===== src/stb_pkg.sv =====
// Package: register map, field positions, reset values and timer constants
package stb_pkg;
   //-------------------------------------------------------------
   // Register offsets
   //-------------------------------------------------------------
   localparam logic [3:0] ADDR_CNT_L   = 4'h0;
   localparam logic [3:0] ADDR_CNT_H   = 4'h1;
   localparam logic [3:0] ADDR_CMPA_L  = 4'h2;
   localparam logic [3:0] ADDR_CMPA_H  = 4'h3;
   localparam logic [3:0] ADDR_CMPB_L  = 4'h4;
   localparam logic [3:0] ADDR_CMPB_H  = 4'h5;
   localparam logic [3:0] ADDR_CAP_L   = 4'h6;
   localparam logic [3:0] ADDR_CAP_H   = 4'h7;
   localparam logic [3:0] ADDR_CTRL_A  = 4'h8;
   localparam logic [3:0] ADDR_CTRL_B  = 4'h9;
   localparam logic [3:0] ADDR_CTRL_C  = 4'ha;
   localparam logic [3:0] ADDR_FLAG    = 4'hb;
   localparam logic [3:0] ADDR_MASK    = 4'hc;
   //-------------------------------------------------------------
   // Field positions
   //-------------------------------------------------------------
   localparam int CA_WGM_LO   = 0;  // ctrl A [1:0] mode bits 1:0
   localparam int CA_COMB     = 4;  // ctrl A [5:4] wave B action
   localparam int CA_COMA     = 6;  // ctrl A [7:6] wave A action
   localparam int CB_CS       = 0;  // ctrl B [2:0] clock select
   localparam int CB_WGM2     = 3;
   localparam int CB_WGM3     = 4;  // wave_mode_bit3
   localparam int CB_EDGE     = 6;
   localparam int CB_NOISE    = 7;
   localparam int CC_FORCE_B  = 6;
   localparam int CC_FORCE_A  = 7;
   localparam int FL_OVF      = 0;
   localparam int FL_MATCH_A  = 1;
   localparam int FL_MATCH_B  = 2;
   localparam int FL_CAPTURE  = 5;
   //-------------------------------------------------------------
   // Values
   //-------------------------------------------------------------
   localparam logic [15:0] CNT_FLOOR  = 16'h0000;
   localparam logic [15:0] CNT_MAX    = 16'hffff;
   localparam logic [15:0] TOP_8BIT   = 16'h00ff;
   localparam logic [15:0] TOP_9BIT   = 16'h01ff;
   localparam logic [15:0] TOP_10BIT  = 16'h03ff;
   localparam logic [7:0]  RST_BYTE   = 8'h00;
   localparam logic [15:0] RST_WORD   = 16'h0000;
   localparam int          NOISE_LEN  = 4;
endpackage


===== src/stb_if.sv =====
// Interface: byte bus between host end and timer end
`timescale 1ns/10ps
`default_nettype none
interface stb_if;
   logic [3:0] addr;
   logic [7:0] wdata;
   logic       wr;
   logic       rd;
   logic [7:0] rdata;
   modport host (output addr, output wdata, output wr, output rd, input rdata);
   modport dev  (input addr, input wdata, input wr, input rd, output rdata);
endinterface
`default_nettype wire


===== src/stb_timer.sv =====
// Timer end: 16-bit counter, compares, capture and byte access path
//
// Our own choices: the placing of the registers and the strobed register port.
`timescale 1ns/10ps
`default_nettype none
module stb_timer #(
   parameter int PRE_W = 10
) (
   // Clock and reset
   input  wire logic clk,
   input  wire logic srst,
   // Byte bus
   stb_if.dev        bus,
   // Pins
   input  wire logic external_count_pin,
   input  wire logic capture_pin,
   input  wire logic comparator_out,
   input  wire logic capture_from_comparator,
   output logic      wave_out_a,
   output logic      wave_out_b,
   output logic      irq_overflow,
   output logic      irq_match_a,
   output logic      irq_match_b,
   output logic      irq_capture
);
   //-------------------------------------------------------------
   // State
   //-------------------------------------------------------------
   logic [7:0]       stage_r;
   logic [15:0]      count_value_r, compare_value_a_r, compare_value_b_r;
   logic [15:0]      buf_a_r, buf_b_r, capture_value_r;
   logic [7:0]       ctrl_a_r, ctrl_b_r, flag_r, mask_r, rdata_r;
   logic             up_r;
   logic [PRE_W-1:0] pre_r;
   localparam int    NOISE_LEN_W = 3;
   logic [1:0]       ext_s_r, cap_s_r;
   logic             ext_d_r, cap_d_r;
   logic [NOISE_LEN_W-1:0] nc_cnt_r;
   logic             nc_lvl_r;
   logic [7:0]       rd_mux, rd_high;
   logic             rd_copy;

   //-------------------------------------------------------------
   // Decode
   //-------------------------------------------------------------
   wire        wr_cnt_l  = bus.wr && bus.addr == stb_pkg::ADDR_CNT_L;
   wire        wr_cmpa_l = bus.wr && bus.addr == stb_pkg::ADDR_CMPA_L;
   wire        wr_cmpb_l = bus.wr && bus.addr == stb_pkg::ADDR_CMPB_L;
   wire        wr_cap_l  = bus.wr && bus.addr == stb_pkg::ADDR_CAP_L;
   wire        wr_high   = bus.wr && (bus.addr == stb_pkg::ADDR_CNT_H ||
                           bus.addr == stb_pkg::ADDR_CMPA_H ||
                           bus.addr == stb_pkg::ADDR_CMPB_H ||
                           bus.addr == stb_pkg::ADDR_CAP_H);
   wire [15:0] wr_word   = {stage_r, bus.wdata};
   wire [3:0]  wgm       = {ctrl_b_r[stb_pkg::CB_WGM3], ctrl_b_r[stb_pkg::CB_WGM2],
                            ctrl_a_r[stb_pkg::CA_WGM_LO+1], ctrl_a_r[stb_pkg::CA_WGM_LO]};
   wire [2:0]  cs        = ctrl_b_r[stb_pkg::CB_CS +: 3];

   //-------------------------------------------------------------
   // Mode decode: top, pwm style, update point
   //-------------------------------------------------------------
   logic [15:0] top;
   logic        dual, pwm, a_is_top;
   always_comb begin
      top = stb_pkg::CNT_MAX;
      dual = 1'b0;
      pwm = 1'b1;
      a_is_top = 1'b0;
      case (wgm)
         4'h0: pwm = 1'b0;
         4'h1, 4'h5: top = stb_pkg::TOP_8BIT;
         4'h2, 4'h6: top = stb_pkg::TOP_9BIT;
         4'h3, 4'h7: top = stb_pkg::TOP_10BIT;
         4'h4: begin top = compare_value_a_r; pwm = 1'b0; end
         4'hc: begin top = capture_value_r; pwm = 1'b0; end
         4'h8, 4'ha, 4'he: top = capture_value_r;
         4'h9, 4'hb, 4'hf: begin top = compare_value_a_r; a_is_top = 1'b1; end
         default: pwm = 1'b0;
      endcase
      dual = pwm && (wgm == 4'h1 || wgm == 4'h2 || wgm == 4'h3 ||
                     wgm[3:2] == 2'b10);
   end

   //-------------------------------------------------------------
   // Timer tick: prescaler or synchronised external pin
   //-------------------------------------------------------------
   wire ext_rise = ext_s_r[1] & ~ext_d_r;
   wire ext_fall = ~ext_s_r[1] & ext_d_r;
   logic timer_tick;
   always_comb begin
      case (cs)
         3'h1: timer_tick = 1'b1;
         3'h2: timer_tick = pre_r[2:0] == 3'h7;
         3'h3: timer_tick = pre_r[5:0] == 6'h3f;
         3'h4: timer_tick = pre_r[7:0] == 8'hff;
         3'h5: timer_tick = pre_r[9:0] == 10'h3ff;
         3'h6: timer_tick = ext_fall;
         3'h7: timer_tick = ext_rise;
         default: timer_tick = 1'b0;
      endcase
   end

   //-------------------------------------------------------------
   // Counter sequence
   //-------------------------------------------------------------
   wire at_floor = count_value_r == stb_pkg::CNT_FLOOR;
   wire at_max   = count_value_r == stb_pkg::CNT_MAX;
   wire at_top   = count_value_r == top;
   logic [15:0] count_nxt;
   logic        up_nxt, ovf_ev, update_pt;
   always_comb begin
      count_nxt = count_value_r;
      up_nxt = up_r;
      ovf_ev = 1'b0;
      update_pt = 1'b0;
      if (timer_tick) begin
         if (dual) begin
            if (up_r && at_top) begin
               up_nxt = 1'b0;
               count_nxt = count_value_r - 16'h0001;
               update_pt = 1'b1;
            end else if (!up_r && at_floor) begin
               up_nxt = 1'b1;
               count_nxt = count_value_r + 16'h0001;
               ovf_ev = 1'b1;
            end else begin
               count_nxt = up_r ? count_value_r + 16'h0001 : count_value_r - 16'h0001;
            end
         end else if (at_top || (!pwm && at_max)) begin
            count_nxt = stb_pkg::CNT_FLOOR;
            ovf_ev = pwm || at_max || wgm == 4'h0;
            update_pt = pwm;
         end else begin
            count_nxt = count_value_r + 16'h0001;
            up_nxt = 1'b1;
         end
      end
   end

   //-------------------------------------------------------------
   // Compare, force and capture events
   //-------------------------------------------------------------
   wire match_a = timer_tick && count_value_r == compare_value_a_r;
   wire match_b = timer_tick && count_value_r == compare_value_b_r;
   wire force_a = bus.wr && bus.addr == stb_pkg::ADDR_CTRL_C &&
                  bus.wdata[stb_pkg::CC_FORCE_A] && !pwm;
   wire force_b = bus.wr && bus.addr == stb_pkg::ADDR_CTRL_C &&
                  bus.wdata[stb_pkg::CC_FORCE_B] && !pwm;
   wire cap_src = capture_from_comparator ? comparator_out : capture_pin;
   wire cap_lvl = ctrl_b_r[stb_pkg::CB_NOISE] ? nc_lvl_r : cap_s_r[1];
   wire cap_ev  = (cap_lvl != cap_d_r) &&
                  (cap_lvl == ctrl_b_r[stb_pkg::CB_EDGE]) && wgm != 4'hc &&
                  !(wgm == 4'h8 || wgm == 4'ha || wgm == 4'he);

   function automatic logic wave_step(input logic cur, input logic [1:0] act,
                                      input logic ev, input logic pwm_m, input logic up);
      logic res;
      res = cur;
      if (ev) begin
         case (act)
            2'b01: res = ~cur;
            2'b10: res = pwm_m ? ~up : 1'b0;
            2'b11: res = pwm_m ? up : 1'b1;
            default: res = cur;
         endcase
      end
      return res;
   endfunction

   logic wave_a_r, wave_b_r;
   wire  ev_a = match_a | force_a;
   wire  ev_b = match_b | force_b;

   //-------------------------------------------------------------
   // Registers
   //-------------------------------------------------------------
   always_ff @(posedge clk) begin
      if (srst) begin
         stage_r <= stb_pkg::RST_BYTE;
         count_value_r <= stb_pkg::RST_WORD;
         compare_value_a_r <= stb_pkg::RST_WORD;
         compare_value_b_r <= stb_pkg::RST_WORD;
         buf_a_r <= stb_pkg::RST_WORD;
         buf_b_r <= stb_pkg::RST_WORD;
         capture_value_r <= stb_pkg::RST_WORD;
         ctrl_a_r <= stb_pkg::RST_BYTE;
         ctrl_b_r <= stb_pkg::RST_BYTE;
         flag_r <= stb_pkg::RST_BYTE;
         mask_r <= stb_pkg::RST_BYTE;
         rdata_r <= stb_pkg::RST_BYTE;
         up_r <= 1'b1;
         pre_r <= '0;
         ext_s_r <= 2'b00;
         cap_s_r <= 2'b00;
         ext_d_r <= 1'b0;
         cap_d_r <= 1'b0;
         nc_cnt_r <= '0;
         nc_lvl_r <= 1'b0;
         wave_a_r <= 1'b0;
         wave_b_r <= 1'b0;
      end else begin
         pre_r <= pre_r + 1'b1;
         ext_s_r <= {ext_s_r[0], external_count_pin};
         cap_s_r <= {cap_s_r[0], cap_src};
         ext_d_r <= ext_s_r[1];
         cap_d_r <= cap_lvl;
         if (cap_s_r[1] == nc_lvl_r) begin
            nc_cnt_r <= '0;
         end else if (nc_cnt_r == 3'(stb_pkg::NOISE_LEN - 1)) begin
            nc_lvl_r <= cap_s_r[1];
            nc_cnt_r <= '0;
         end else begin
            nc_cnt_r <= nc_cnt_r + 3'h1;
         end
         up_r <= up_nxt;
         count_value_r <= wr_cnt_l ? wr_word : count_nxt;
         if (wr_high) stage_r <= bus.wdata;
         if (wr_cmpa_l) buf_a_r <= wr_word;
         if (wr_cmpb_l) buf_b_r <= wr_word;
         if (!pwm || update_pt) begin
            compare_value_a_r <= wr_cmpa_l && !pwm ? wr_word : buf_a_r;
            compare_value_b_r <= wr_cmpb_l && !pwm ? wr_word : buf_b_r;
         end
         if (wr_cap_l) capture_value_r <= wr_word;
         else if (cap_ev) capture_value_r <= count_value_r;
         if (bus.wr && bus.addr == stb_pkg::ADDR_CTRL_A) ctrl_a_r <= bus.wdata;
         if (bus.wr && bus.addr == stb_pkg::ADDR_CTRL_B) ctrl_b_r <= bus.wdata;
         if (bus.wr && bus.addr == stb_pkg::ADDR_MASK) mask_r <= bus.wdata;
         flag_r[stb_pkg::FL_OVF] <= ovf_ev |
            (flag_r[stb_pkg::FL_OVF] & ~(bus.wr && bus.addr == stb_pkg::ADDR_FLAG &&
                                          bus.wdata[stb_pkg::FL_OVF]));
         flag_r[stb_pkg::FL_MATCH_A] <= match_a |
            (flag_r[stb_pkg::FL_MATCH_A] & ~(bus.wr && bus.addr == stb_pkg::ADDR_FLAG &&
                                              bus.wdata[stb_pkg::FL_MATCH_A]));
         flag_r[stb_pkg::FL_MATCH_B] <= match_b |
            (flag_r[stb_pkg::FL_MATCH_B] & ~(bus.wr && bus.addr == stb_pkg::ADDR_FLAG &&
                                              bus.wdata[stb_pkg::FL_MATCH_B]));
         flag_r[stb_pkg::FL_CAPTURE] <= (cap_ev & ~wr_cap_l) |
            (flag_r[stb_pkg::FL_CAPTURE] & ~(bus.wr && bus.addr == stb_pkg::ADDR_FLAG &&
                                              bus.wdata[stb_pkg::FL_CAPTURE]));
         if (!a_is_top) wave_a_r <= wave_step(wave_a_r, ctrl_a_r[stb_pkg::CA_COMA +: 2],
                                              ev_a, pwm, up_r);
         wave_b_r <= wave_step(wave_b_r, ctrl_a_r[stb_pkg::CA_COMB +: 2], ev_b, pwm, up_r);
         if (bus.rd) begin
            rdata_r <= rd_mux;
            if (rd_copy) stage_r <= rd_high;
         end
      end
   end

   //-------------------------------------------------------------
   // Read path
   //-------------------------------------------------------------
   always_comb begin
      rd_mux = 8'h00;
      rd_high = 8'h00;
      rd_copy = 1'b0;
      case (bus.addr)
         stb_pkg::ADDR_CNT_L: begin
            rd_mux = count_value_r[7:0];
            rd_high = count_value_r[15:8];
            rd_copy = 1'b1;
         end
         stb_pkg::ADDR_CAP_L: begin
            rd_mux = capture_value_r[7:0];
            rd_high = capture_value_r[15:8];
            rd_copy = 1'b1;
         end
         stb_pkg::ADDR_CNT_H, stb_pkg::ADDR_CAP_H: rd_mux = stage_r;
         stb_pkg::ADDR_CMPA_L: rd_mux = compare_value_a_r[7:0];
         stb_pkg::ADDR_CMPA_H: rd_mux = compare_value_a_r[15:8];
         stb_pkg::ADDR_CMPB_L: rd_mux = compare_value_b_r[7:0];
         stb_pkg::ADDR_CMPB_H: rd_mux = compare_value_b_r[15:8];
         stb_pkg::ADDR_CTRL_A: rd_mux = ctrl_a_r;
         stb_pkg::ADDR_CTRL_B: rd_mux = ctrl_b_r;
         stb_pkg::ADDR_FLAG: rd_mux = flag_r;
         stb_pkg::ADDR_MASK: rd_mux = mask_r;
         default: rd_mux = 8'h00;
      endcase
   end

   //-------------------------------------------------------------
   // Outputs
   //-------------------------------------------------------------
   assign bus.rdata    = rdata_r;
   assign wave_out_a   = wave_a_r;
   assign wave_out_b   = wave_b_r;
   assign irq_overflow = flag_r[stb_pkg::FL_OVF] & mask_r[stb_pkg::FL_OVF];
   assign irq_match_a  = flag_r[stb_pkg::FL_MATCH_A] & mask_r[stb_pkg::FL_MATCH_A];
   assign irq_match_b  = flag_r[stb_pkg::FL_MATCH_B] & mask_r[stb_pkg::FL_MATCH_B];
   assign irq_capture  = flag_r[stb_pkg::FL_CAPTURE] & mask_r[stb_pkg::FL_CAPTURE];
endmodule
`default_nettype wire

===== src/flat_wrapper.sv =====
// flat-port wrapper written by rule: the top's interface ports become plain ports
module stb_timer_flat 
#(
   parameter int PRE_W = 10
)
  (clk, srst, external_count_pin, capture_pin, comparator_out, capture_from_comparator, wave_out_a, wave_out_b, irq_overflow, irq_match_a, irq_match_b, irq_capture, bus_addr, bus_wdata, bus_wr, bus_rd, bus_rdata);
  stb_if bus_i ();
  input  wire logic clk;
  input  wire logic srst;
  input  wire logic external_count_pin;
  input  wire logic capture_pin;
  input  wire logic comparator_out;
  input  wire logic capture_from_comparator;
  output logic wave_out_a;
  output logic wave_out_b;
  output logic irq_overflow;
  output logic irq_match_a;
  output logic irq_match_b;
  output logic irq_capture;
  input wire logic [$bits(bus_i.addr)-1:0] bus_addr;
  input wire logic [$bits(bus_i.wdata)-1:0] bus_wdata;
  input wire logic [$bits(bus_i.wr)-1:0] bus_wr;
  input wire logic [$bits(bus_i.rd)-1:0] bus_rd;
  output wire logic [$bits(bus_i.rdata)-1:0] bus_rdata;
  assign bus_i.addr = bus_addr;
  assign bus_i.wdata = bus_wdata;
  assign bus_i.wr = bus_wr;
  assign bus_i.rd = bus_rd;
  assign bus_rdata = bus_i.rdata;
  stb_timer #(.PRE_W(PRE_W)) u_core (.clk(clk), .srst(srst), .bus(bus_i), .external_count_pin(external_count_pin), .capture_pin(capture_pin), .comparator_out(comparator_out), .capture_from_comparator(capture_from_comparator), .wave_out_a(wave_out_a), .wave_out_b(wave_out_b), .irq_overflow(irq_overflow), .irq_match_a(irq_match_a), .irq_match_b(irq_match_b), .irq_capture(irq_capture));
endmodule

===== config.mk =====
export PLATFORM = sky130hd
export DESIGN_NAME = stb_timer_flat
export DESIGN_NICKNAME = d
export VERILOG_FILES = /design/src/stb_pkg.sv /design/src/stb_if.sv /design/src/stb_timer.sv /design/src/flat_wrapper.sv
export SDC_FILE = /design/constraint.sdc
export NUM_CORES = 1
export LEC_CHECK = 0
export BUFFER_PORTS_ARGS = -buffer_cell sky130_fd_sc_hd__buf_2
export CORE_ASPECT_RATIO = 0.6
export CORE_MARGIN = 3
export CORE_UTILIZATION = 55
export CTS_CLUSTER_SIZE = 8
export DETAILED_ROUTE_END_ITERATION = 8
export PLACE_DENSITY = 0.73
export SLEW_MARGIN = 40
export SYNTH_ARGS = -nofsm -noshare
export SYNTH_HDL_FRONTEND = slang
export SYNTH_SLANG_ARGS = --single-unit

===== constraint.sdc =====
create_clock -name clk -period 4.14 [get_ports clk]
set_input_delay 0.828 -clock clk [delete_from_list [all_inputs] [get_ports clk]]
set_output_delay 0.828 -clock clk [all_outputs]
set_load 0.05 [all_outputs]

==> results by stage, run 1 <==
GRT:
- The via count of the first global-routing pass was 8778.
- The total overflow reported by the global router is 0.
- The initial antenna violation count is 0.
- The maximum number of pins on one net before global-route repair is 68.
- The global-route wire length before repair is 54470 um.
- Global routing used 37.43% of the available tracks.

Power and ir drop:
- The combinational share of power is 10.8%.
- The part of the total power dissipated in sequential elements is 44.9%.
- The clock network burns 44.3% of the power.
- The power per standard cell area is 340.2 mW/mm2.
- The switching power total is 1026 uW.
- The analysis attributes to cell leakage a power of 0.004297 uW.
- The largest voltage drop on the vdd net is 0.2971 mV.
- Cell internal power was estimated by the tool at 2667 uW.
- The fraction of power spent switching nets is 27.79%.

STA:
- The post-route fraction of the period consumed by the critical path is 90.86%.
- On the final layout, the worst clock skew is 0.01574 ns.
- The accumulated negative setup slack is 0 ns.
- At the pin with the least slew margin, the transition time is 0.8392 ns.
- The number of pins with negative max-slew slack in the final report came to 0.
- Counting I/O delays and the setup requirement, the final critical path takes 3.762 ns.
- In this run the tightest slew margin relative to its limit is 43.98%.
- Setup violations remaining at the end of the flow were counted as 0.
- Setup repair after global routing left no endpoint under its margin.
- The final-report hold violation count is 0.
- Derived from the worst setup path, the maximum achievable clock frequency is 265.8 MHz.

Floorplan:
- Pin placement for this block handled 34 I/O pins.
- The x dimension of the die is 179.0 um.
- In this run the vertical extent of the chip is 109.8 um.
- The area of the core is 0.01736 mm2.
- The count of standard-cell rows is 37.
- Once the floorplan was initialized, standard cells occupied 56.90% of the core.
- The floorplan step defined a die boundary enclosing 0.01966 mm2.

Clock network:
- The tree is rooted in a clkbuf_16.
- The largest buffer count on any clock path is 2.
- The clock tree from TritonCTS is yes.
- Gates resized during post-CTS repair numbered 0.
- The total clock buffers created by CTS is 17.
- The number of hold buffers added after CTS was 0.
- Clock tree synthesis found a total of 163 sinks.
- The latest clock arrival within the worst-skew pair is 0.45 ns.
- In this run the number of H-tree levels came out at 4.
- After clock tree synthesis, the setup repair step added 0 buffers.
- After clock tree synthesis, the clock-pin slew on the worst setup and hold paths is 0.08 ns.

Layout:
- The layout net count is 1315.
- The top cell types in the final layout, fill and taps aside, are nor2_1 (174), dfxtp_1 (163), nand2_1 (133).
- Relative to the synthesized area, the layout overhead comes to 9.880%.
- Leaving out fill and tap cells, the most frequent cell in the layout is nor2_1.
- The proportion of layout cells with a drive suffix above 1 is 10.68%.
- The count of antenna diodes in the layout is 0.
- Measured on the finished design, the core utilization comes to 62.52%.

Place:
- The total half-perimeter wirelength after legalization and detailed placement is 26300 um.
- The quantity of I/O buffers inserted on ports is 33.
- The placer congestion estimate is 1.057.

Worst setup path:
- STA classifies the critical path endpoint as a flip-flop.
- For the worst setup path, the data required time is 4.51 ns.
- The critical path class is flip-flop to flip-flop.
- The worst setup path is launched from a flip-flop.
- The critical path goes through clkinv_1 > o31ai_1 > a21oi_1 > or2_2 > nor4_1 > buf_4 > nand4_4 > buf_4 > and3_1 > or3_1 > a22o_1 > a221oi_2.
- The peak per-stage delay on the critical path is 0.86 ns.
- For the worst setup path, the data arrival time is 4.13 ns.
- The kind of cell with the highest combined delay on the critical path is simple AND/OR/NAND/NOR gates.
- In this run the critical register-to-register path is launched from u_core.ctrl_a_r[0].
- The most frequent cell on the critical path is buf_4.
- The worst path buffer plus inverter count is 3.
- On the critical path, the stage with the largest delay is an instance of dfxtp_1.
- The largest driver fanout on the critical path is 21.
- The startpoint of the worst setup timing path is u_core.ctrl_a_r[0].

Logic synthesis:
- Dividing the synthesized area by the synthesized cell count gives 7.581 um2.
- The number of warnings reported in the yosys synthesis log is 0.
- The number of instances in the synthesized netlist is 1303.
- The share of flip-flops with an asynchronous set or reset after synthesis is 0%.
- The synthesized net count is 1329.
- The share of the yosys chip area belonging to registers is 33.03%.
- The count of different cell masters after synthesis is 79.
- Counting flops and latches in the post-synthesis netlist gives 163.
- The area of the mapped netlist is 0.009878 mm2.
- The number of synthesized flops with an enable pin is 0.
- The most used flip-flop cell after synthesis is dfxtp_1.

Route:
- The number of detailed-routing iterations run before antenna repair is 9.
- After detailed routing, the total wire length is 36860 um.
- The via density per instance is 6.670.
- In this run, the number of DRC markers left after iteration 0 of detailed routing was 1492.
- The remaining routing DRC violations is 0.
- After detailed routing, the average wire length per cell comes to 24.00 um.
- Once detail routing completed, the nets flagged for antenna violations numbered 0.
- The total number of vias is 10250.

Min path:
- The worst min-delay path class is flip-flop to flip-flop.
- The hold path startpoint is u_core.nc_cnt_r[0].

Job:
- The max-cap violation count is 0.

Outcome:
- The run finished with clean final reports.
sequential cells by signal, summed over array words and instances, names as in the netlist, 3 cells and up:
register	flops
u_core.capture_value_r	16
u_core.mask_r	8
u_core.compare_value_a_r	16
u_core.ctrl_b_r	8
u_core.bus.rdata	8
u_core.stage_r	8
u_core.ctrl_a_r	8
u_core.pre_r	10
u_core.buf_b_r	16
u_core.flag_r	4
u_core.buf_a_r	16
u_core.count_value_r	16
u_core.compare_value_b_r	16
u_core.nc_cnt_r	3
worst register-to-register path: cells and delay by family (launching register included):
kind / cells / cell delay [ns]
and+or+nand+nor: 5 / 1.15
AOI/OAI and AO/OA: 4 / 1.01
DFF: 1 / 0.86
buffers and inverters: 3 / 0.67
cell type report:
class / count / area, um2
clock inverter: 10 / 123.9
fill: 1562 / 6506
tap: 234 / 292.8
multi-input combinational: 990 / 6022
inverter: 32 / 120.1
sequential: 163 / 3263
timing repair buffer: 85 / 558.0
clock buffer: 22 / 474.2
synthesized netlist by cell type (all sizes together) (4+ instances only):
| library cell | n | area, um2 |
|---|---|---|
| or4b | 4 | 43.79 |
| or3 | 14 | 87.58 |
| a21oi | 114 | 581.8 |
| o31ai | 7 | 52.55 |
| o221ai | 5 | 43.79 |
| nand2b | 22 | 137.6 |
| nor2b | 30 | 187.7 |
| clkbuf | 97 | 369.1 |
| or4 | 5 | 41.29 |
| ha | 6 | 75.07 |
| mux2i | 69 | 690.7 |
| nand2 | 134 | 503.0 |
| o21ai | 39 | 195.2 |
| o22ai | 8 | 50.05 |
| xor2 | 32 | 280.3 |
| inv | 31 | 116.4 |
| xnor2 | 10 | 87.58 |
| nor3 | 22 | 110.1 |
| o21a | 6 | 45.04 |
| nand4 | 10 | 77.57 |
| a221oi | 8 | 76.32 |
| nand3 | 45 | 225.2 |
| or2 | 4 | 25.02 |
| a22oi | 15 | 112.6 |
| buf | 21 | 116.4 |
| dfxtp | 163 | 3263 |
| a22o | 14 | 122.6 |
| o211ai | 6 | 45.04 |
| a211o | 6 | 52.55 |
| and3 | 17 | 106.4 |
| a211oi | 61 | 462.9 |
| a222oi | 9 | 90.09 |
| and2 | 13 | 81.33 |
| nor4 | 17 | 127.6 |
| nor2 | 175 | 656.9 |
| mux2 | 6 | 67.56 |
| a31oi | 14 | 87.58 |
cell families (layout without fill, tap and decap cells):
| logic type | count (synthesis) | in the layout | synth area share [%] |
|---|---|---|---|
| XOR/XNOR | 42 | 42 | 3.724 |
| buffers and inverters | 150 | 149 | 6.130 |
| multiplexers | 75 | 75 | 7.676 |
| adder cells (fa/ha/maj) | 6 | 6 | 0.7600 |
| flip-flops | 163 | 163 | 33.03 |
| AND/OR/NAND/NOR | 520 | 520 | 25.10 |
| AO/OA/AOI/OAI | 347 | 347 | 23.57 |
routing by layer:
metal / global-route usage (%) / share of wire (%)
met1: 55.07 / 44
met2: 47.62 / 37
met3: 16.36 / 16
met4: 12.17 / 2.6
met5: 0 / 0
path summary, 6_finish.rpt:
check	to	depth (start not counted)	slack (ns)
worst max-delay path	u_core.count_value_r[7]	12	0.38
worst min-delay path	u_core.nc_cnt_r[0]	1	0.42
worst max register to register	u_core.count_value_r[7]	12	0.38
worst min register to register	u_core.nc_cnt_r[0]	1	0.42
power by group through the flow:
stage               combinational [uW]  clock [uW]  sequential [uW]
floorplan                          282           0             1650
global route                       427        1710             1660
finish                             400        1640             1660
detailed placement                 379           0             1690
global placement                   378           0             1690
CTS                                381        1640             1650
stage by stage:
stage	total power (uW)	cell area (um2)	setup slack, ns	hold slack (ns)	instances
after floorplan	1932	9878	0.8418	0.3990	1303
after global placement	2064	10250	0.5600	0.4145	1504
after detailed placement	2065	10260	0.5442	0.4120	1504
after CTS	3675	10850	0.5118	0.4269	1536
after global routing	3789	10850	0.1729	0.4447	1536
final	3693	10850	0.3784	0.4234	1536
No activity file was read; power rests on OpenSTA's default activity.
==> run 2: changes to the inputs <==
==> constraint.sdc (replaced) <==
create_clock -name clk -period 4.1 [get_ports clk]
set_input_delay 0.82 -clock clk [delete_from_list [all_inputs] [get_ports clk]]
set_output_delay 0.82 -clock clk [all_outputs]
set_load 0.05 [all_outputs]
==> run 2 against run 1 <==
Effect of this change: via count is 0.84% lower; clock-buffer cell count stayed put; global-route usage is 1.1 points lower; combinational power hardly changed; power is 4.3% higher; register-to-register slack worse by 0.18 ns; core utilization hardly changed; clock skew is 0.00060 ns lower; maximum frequency is 3.5% lower; routed wire length is 3.9% lower.
==> results by stage, run 2 (synthesis results as in run 1) <==
Layout:
- The library cells used most frequently in the layout, excluding fill and tap cells, are nor2_1 (174), dfxtp_1 (163), nand2_1 (133).
- The layout net count is 1307 (-0.61%).
- The final standard cell utilization of the core came to 62.57% (about the same).
- The count of antenna diodes in the layout is 0 (unchanged).
- The synthesis-to-layout area growth is 9.956% (about the same).
- The proportion of layout cells with a drive suffix above 1 is 10.12% (-0.55 points).
- The library cell used most frequently in the layout, excluding fill and tap cells, is nor2_1.

STA:
- The maximum clock frequency is 256.4 MHz (-3.5%).
- The number of pins with negative max-slew slack in the final report is 0 (unchanged).
- The final-report hold violation count is 0 (unchanged).
- The final clock skew was 0.01514 ns (-0.0006030 ns).
- The post-route fraction of the period consumed by the critical path is 95.11% (+4.3 points).
- Setup repair after global routing left no endpoint under its margin.
- The minimum clock period is 3.900 ns (+0.1380 ns).
- The worst max-slew margin expressed relative to the limit is 43.70% (-0.28 points).
- The accumulated negative setup slack is 0 ns (unchanged).
- The actual slew at the worst max-slew pin is 0.8381 ns (-0.001154 ns).
- The total of endpoints with negative setup slack in the final report is 0 (unchanged).

Worst setup path:
- The signal arrival time at the worst endpoint came to 4.22 ns (+0.09 ns).
- The kind of end point of the critical path is a flip-flop.
- The largest driver fanout on the critical path is 16 (-24%).
- The worst setup path is launched from a flip-flop.
- The critical path data required time is 4.42 ns (-0.09 ns).
- The critical path is of the flip-flop to flip-flop type.

Floorplan:
- The initial core utilization is 56.90% (unchanged).
- The count of standard-cell rows is 37 (unchanged).
- The die boundary height is 109.8 um (unchanged).
- The area of the core is 0.01736 mm2 (unchanged).
- The count of pins on the block boundary is 34 (unchanged).
- The x dimension of the die came to 179.0 um (unchanged).
- The die area is 0.01966 mm2 (unchanged).

Route:
- The mean routed wirelength per cell is 23.19 um (-3.4%).
- The remaining routing DRC violations is 0 (unchanged).
- The overall routed net length is 35430 um (-3.9%).
- The number of detailed-routing iterations run before antenna repair is 9 (unchanged).
- The antenna violation net count after detailed routing came to 0 (unchanged).
- The total number of vias is 10160 (-0.84%).
- The number of DRC markers in iteration 0 is 1694 (+14%).
- The via density per instance is 6.649 (-0.32%).

Power and ir drop:
- The largest voltage drop on the vdd net was 0.3145 mV (+5.9%).
- The power per standard cell area is 354.5 mW/mm2 (+4.2%).
- The standby leakage power was 0.004294 uW (about the same).

Clock network:
- The post-CTS clock slew at the launch and capture registers of the worst setup and hold paths is 0.07 ns (about the same).
- The count of cells resized by post-cts repair was 0 (unchanged).
- The number of hold buffers added after cts is 0 (unchanged).
- The total clock buffers created by CTS is 17 (unchanged).
- The total number of H-tree levels is 4 (unchanged).
- The post-CTS setup buffer count was 0 (unchanged).
- The latest clock arrival within the worst-skew pair is 0.44 ns (about the same).
- The largest buffer count on any clock path is 2 (unchanged).
- CTS placed an instance of clkbuf_16 at the clock tree root.
- The number of sinks on the clock net came to 163 (unchanged).
- TritonCTS built the clock tree.

GRT:
- The global-route wire length before repair came to 53810 um (-1.2%).
- The total overflow reported by the global router is 0 (unchanged).
- The initial antenna violation count is 0 (unchanged).
- The maximum number of pins on one net before global-route repair came to 106 (+56%).
- The total routing usage reported by global routing is 36.31% (-1.1 points).
- The via count of the first global-routing pass came to 8897 (+1.4%).

Place:
- The total half-perimeter wirelength after legalization and detailed placement came to 24950 um (-5.1%).
- The placer congestion estimate is 1.052 (-0.51%).
- The quantity of I/O buffers inserted on ports is 33 (unchanged).

Outcome:
- The run finished with clean final reports.

Min path:
- The worst min-delay path class is flip-flop to flip-flop.

Job:
- The max-cap violation count is 0 (unchanged).
-- run 2: cell count changes in the layout (fill, tap and decap cells not counted), sizes merged --
cell / change
bufinv: +2
clkinv: +2
clkinvlp: -3
inv: -1
buf: -8
-- run 2: final timing paths --
| kind | from | cells after the start | slack, ns | to |
|---|---|---|---|---|
| worst min-delay path | u_core.nc_cnt_r[0] | 1 | 0.43 | u_core.nc_cnt_r[0] |
| worst max register to register | u_core.ctrl_a_r[1] | 11 | 0.20 | u_core.count_value_r[10] |
| worst max-delay path | u_core.ctrl_a_r[1] | 11 | 0.20 | u_core.count_value_r[10] |
| worst min register to register | u_core.nc_cnt_r[0] | 1 | 0.43 | u_core.nc_cnt_r[0] |
-- run 2: metal layers --
metal	GRT usage (%)	vias to the layer above	wire, um
met5	1.042	-	0
met4	8.944	0	815
met3	15.29	97	5829
met2	47.26	765	13310
met1	53.91	4681	15480
li1	-	4616	-
-- run 2: critical path, cell delays in order (launching register included) --
cell and delay (ns):
dfxtp_1 0.67, nand2b_1 0.51, a31o_2 0.24, a211oi_1 0.07
or4_4 0.58, nor4_4 0.33, nand4_4 0.15, a21oi_4 0.38
buf_4 0.24, mux2_1 0.36, a2bb2oi_1 0.16, o41ai_1 0.09
-- run 2: power breakdown --
part           switching, uW  internal, uW
clock network            691          1090
registers               57.5          1610
logic                    269           129
-- run 2: stage by stage --
step	instances	total power [uW]	worst slack, ns	hold slack (ns)	instance area (um2)
floorplan	1303	1950	0.8018	0.3990	9878
global placement	1496	2077	0.4368	0.4131	10200
detailed placement	1496	2081	0.3238	0.4178	10210
CTS	1528	3838	0.3011	0.4323	10860
global route	1528	3952	0.02054	0.4460	10860
finish	1528	3850	0.2004	0.4262	10860
-- run 2: cell type report --
| type | count | area, um2 |
|---|---|---|
| well taps | 234 | 292.8 |
| multi-input cells | 990 | 6021 |
| inverters | 32 | 120.1 |
| clock buffers | 22 | 484.2 |
| repair buffers | 77 | 510.5 |
| fillers | 1543 | 6499 |
| flip-flops and latches | 163 | 3263 |
| clock inverters | 10 | 170.2 |
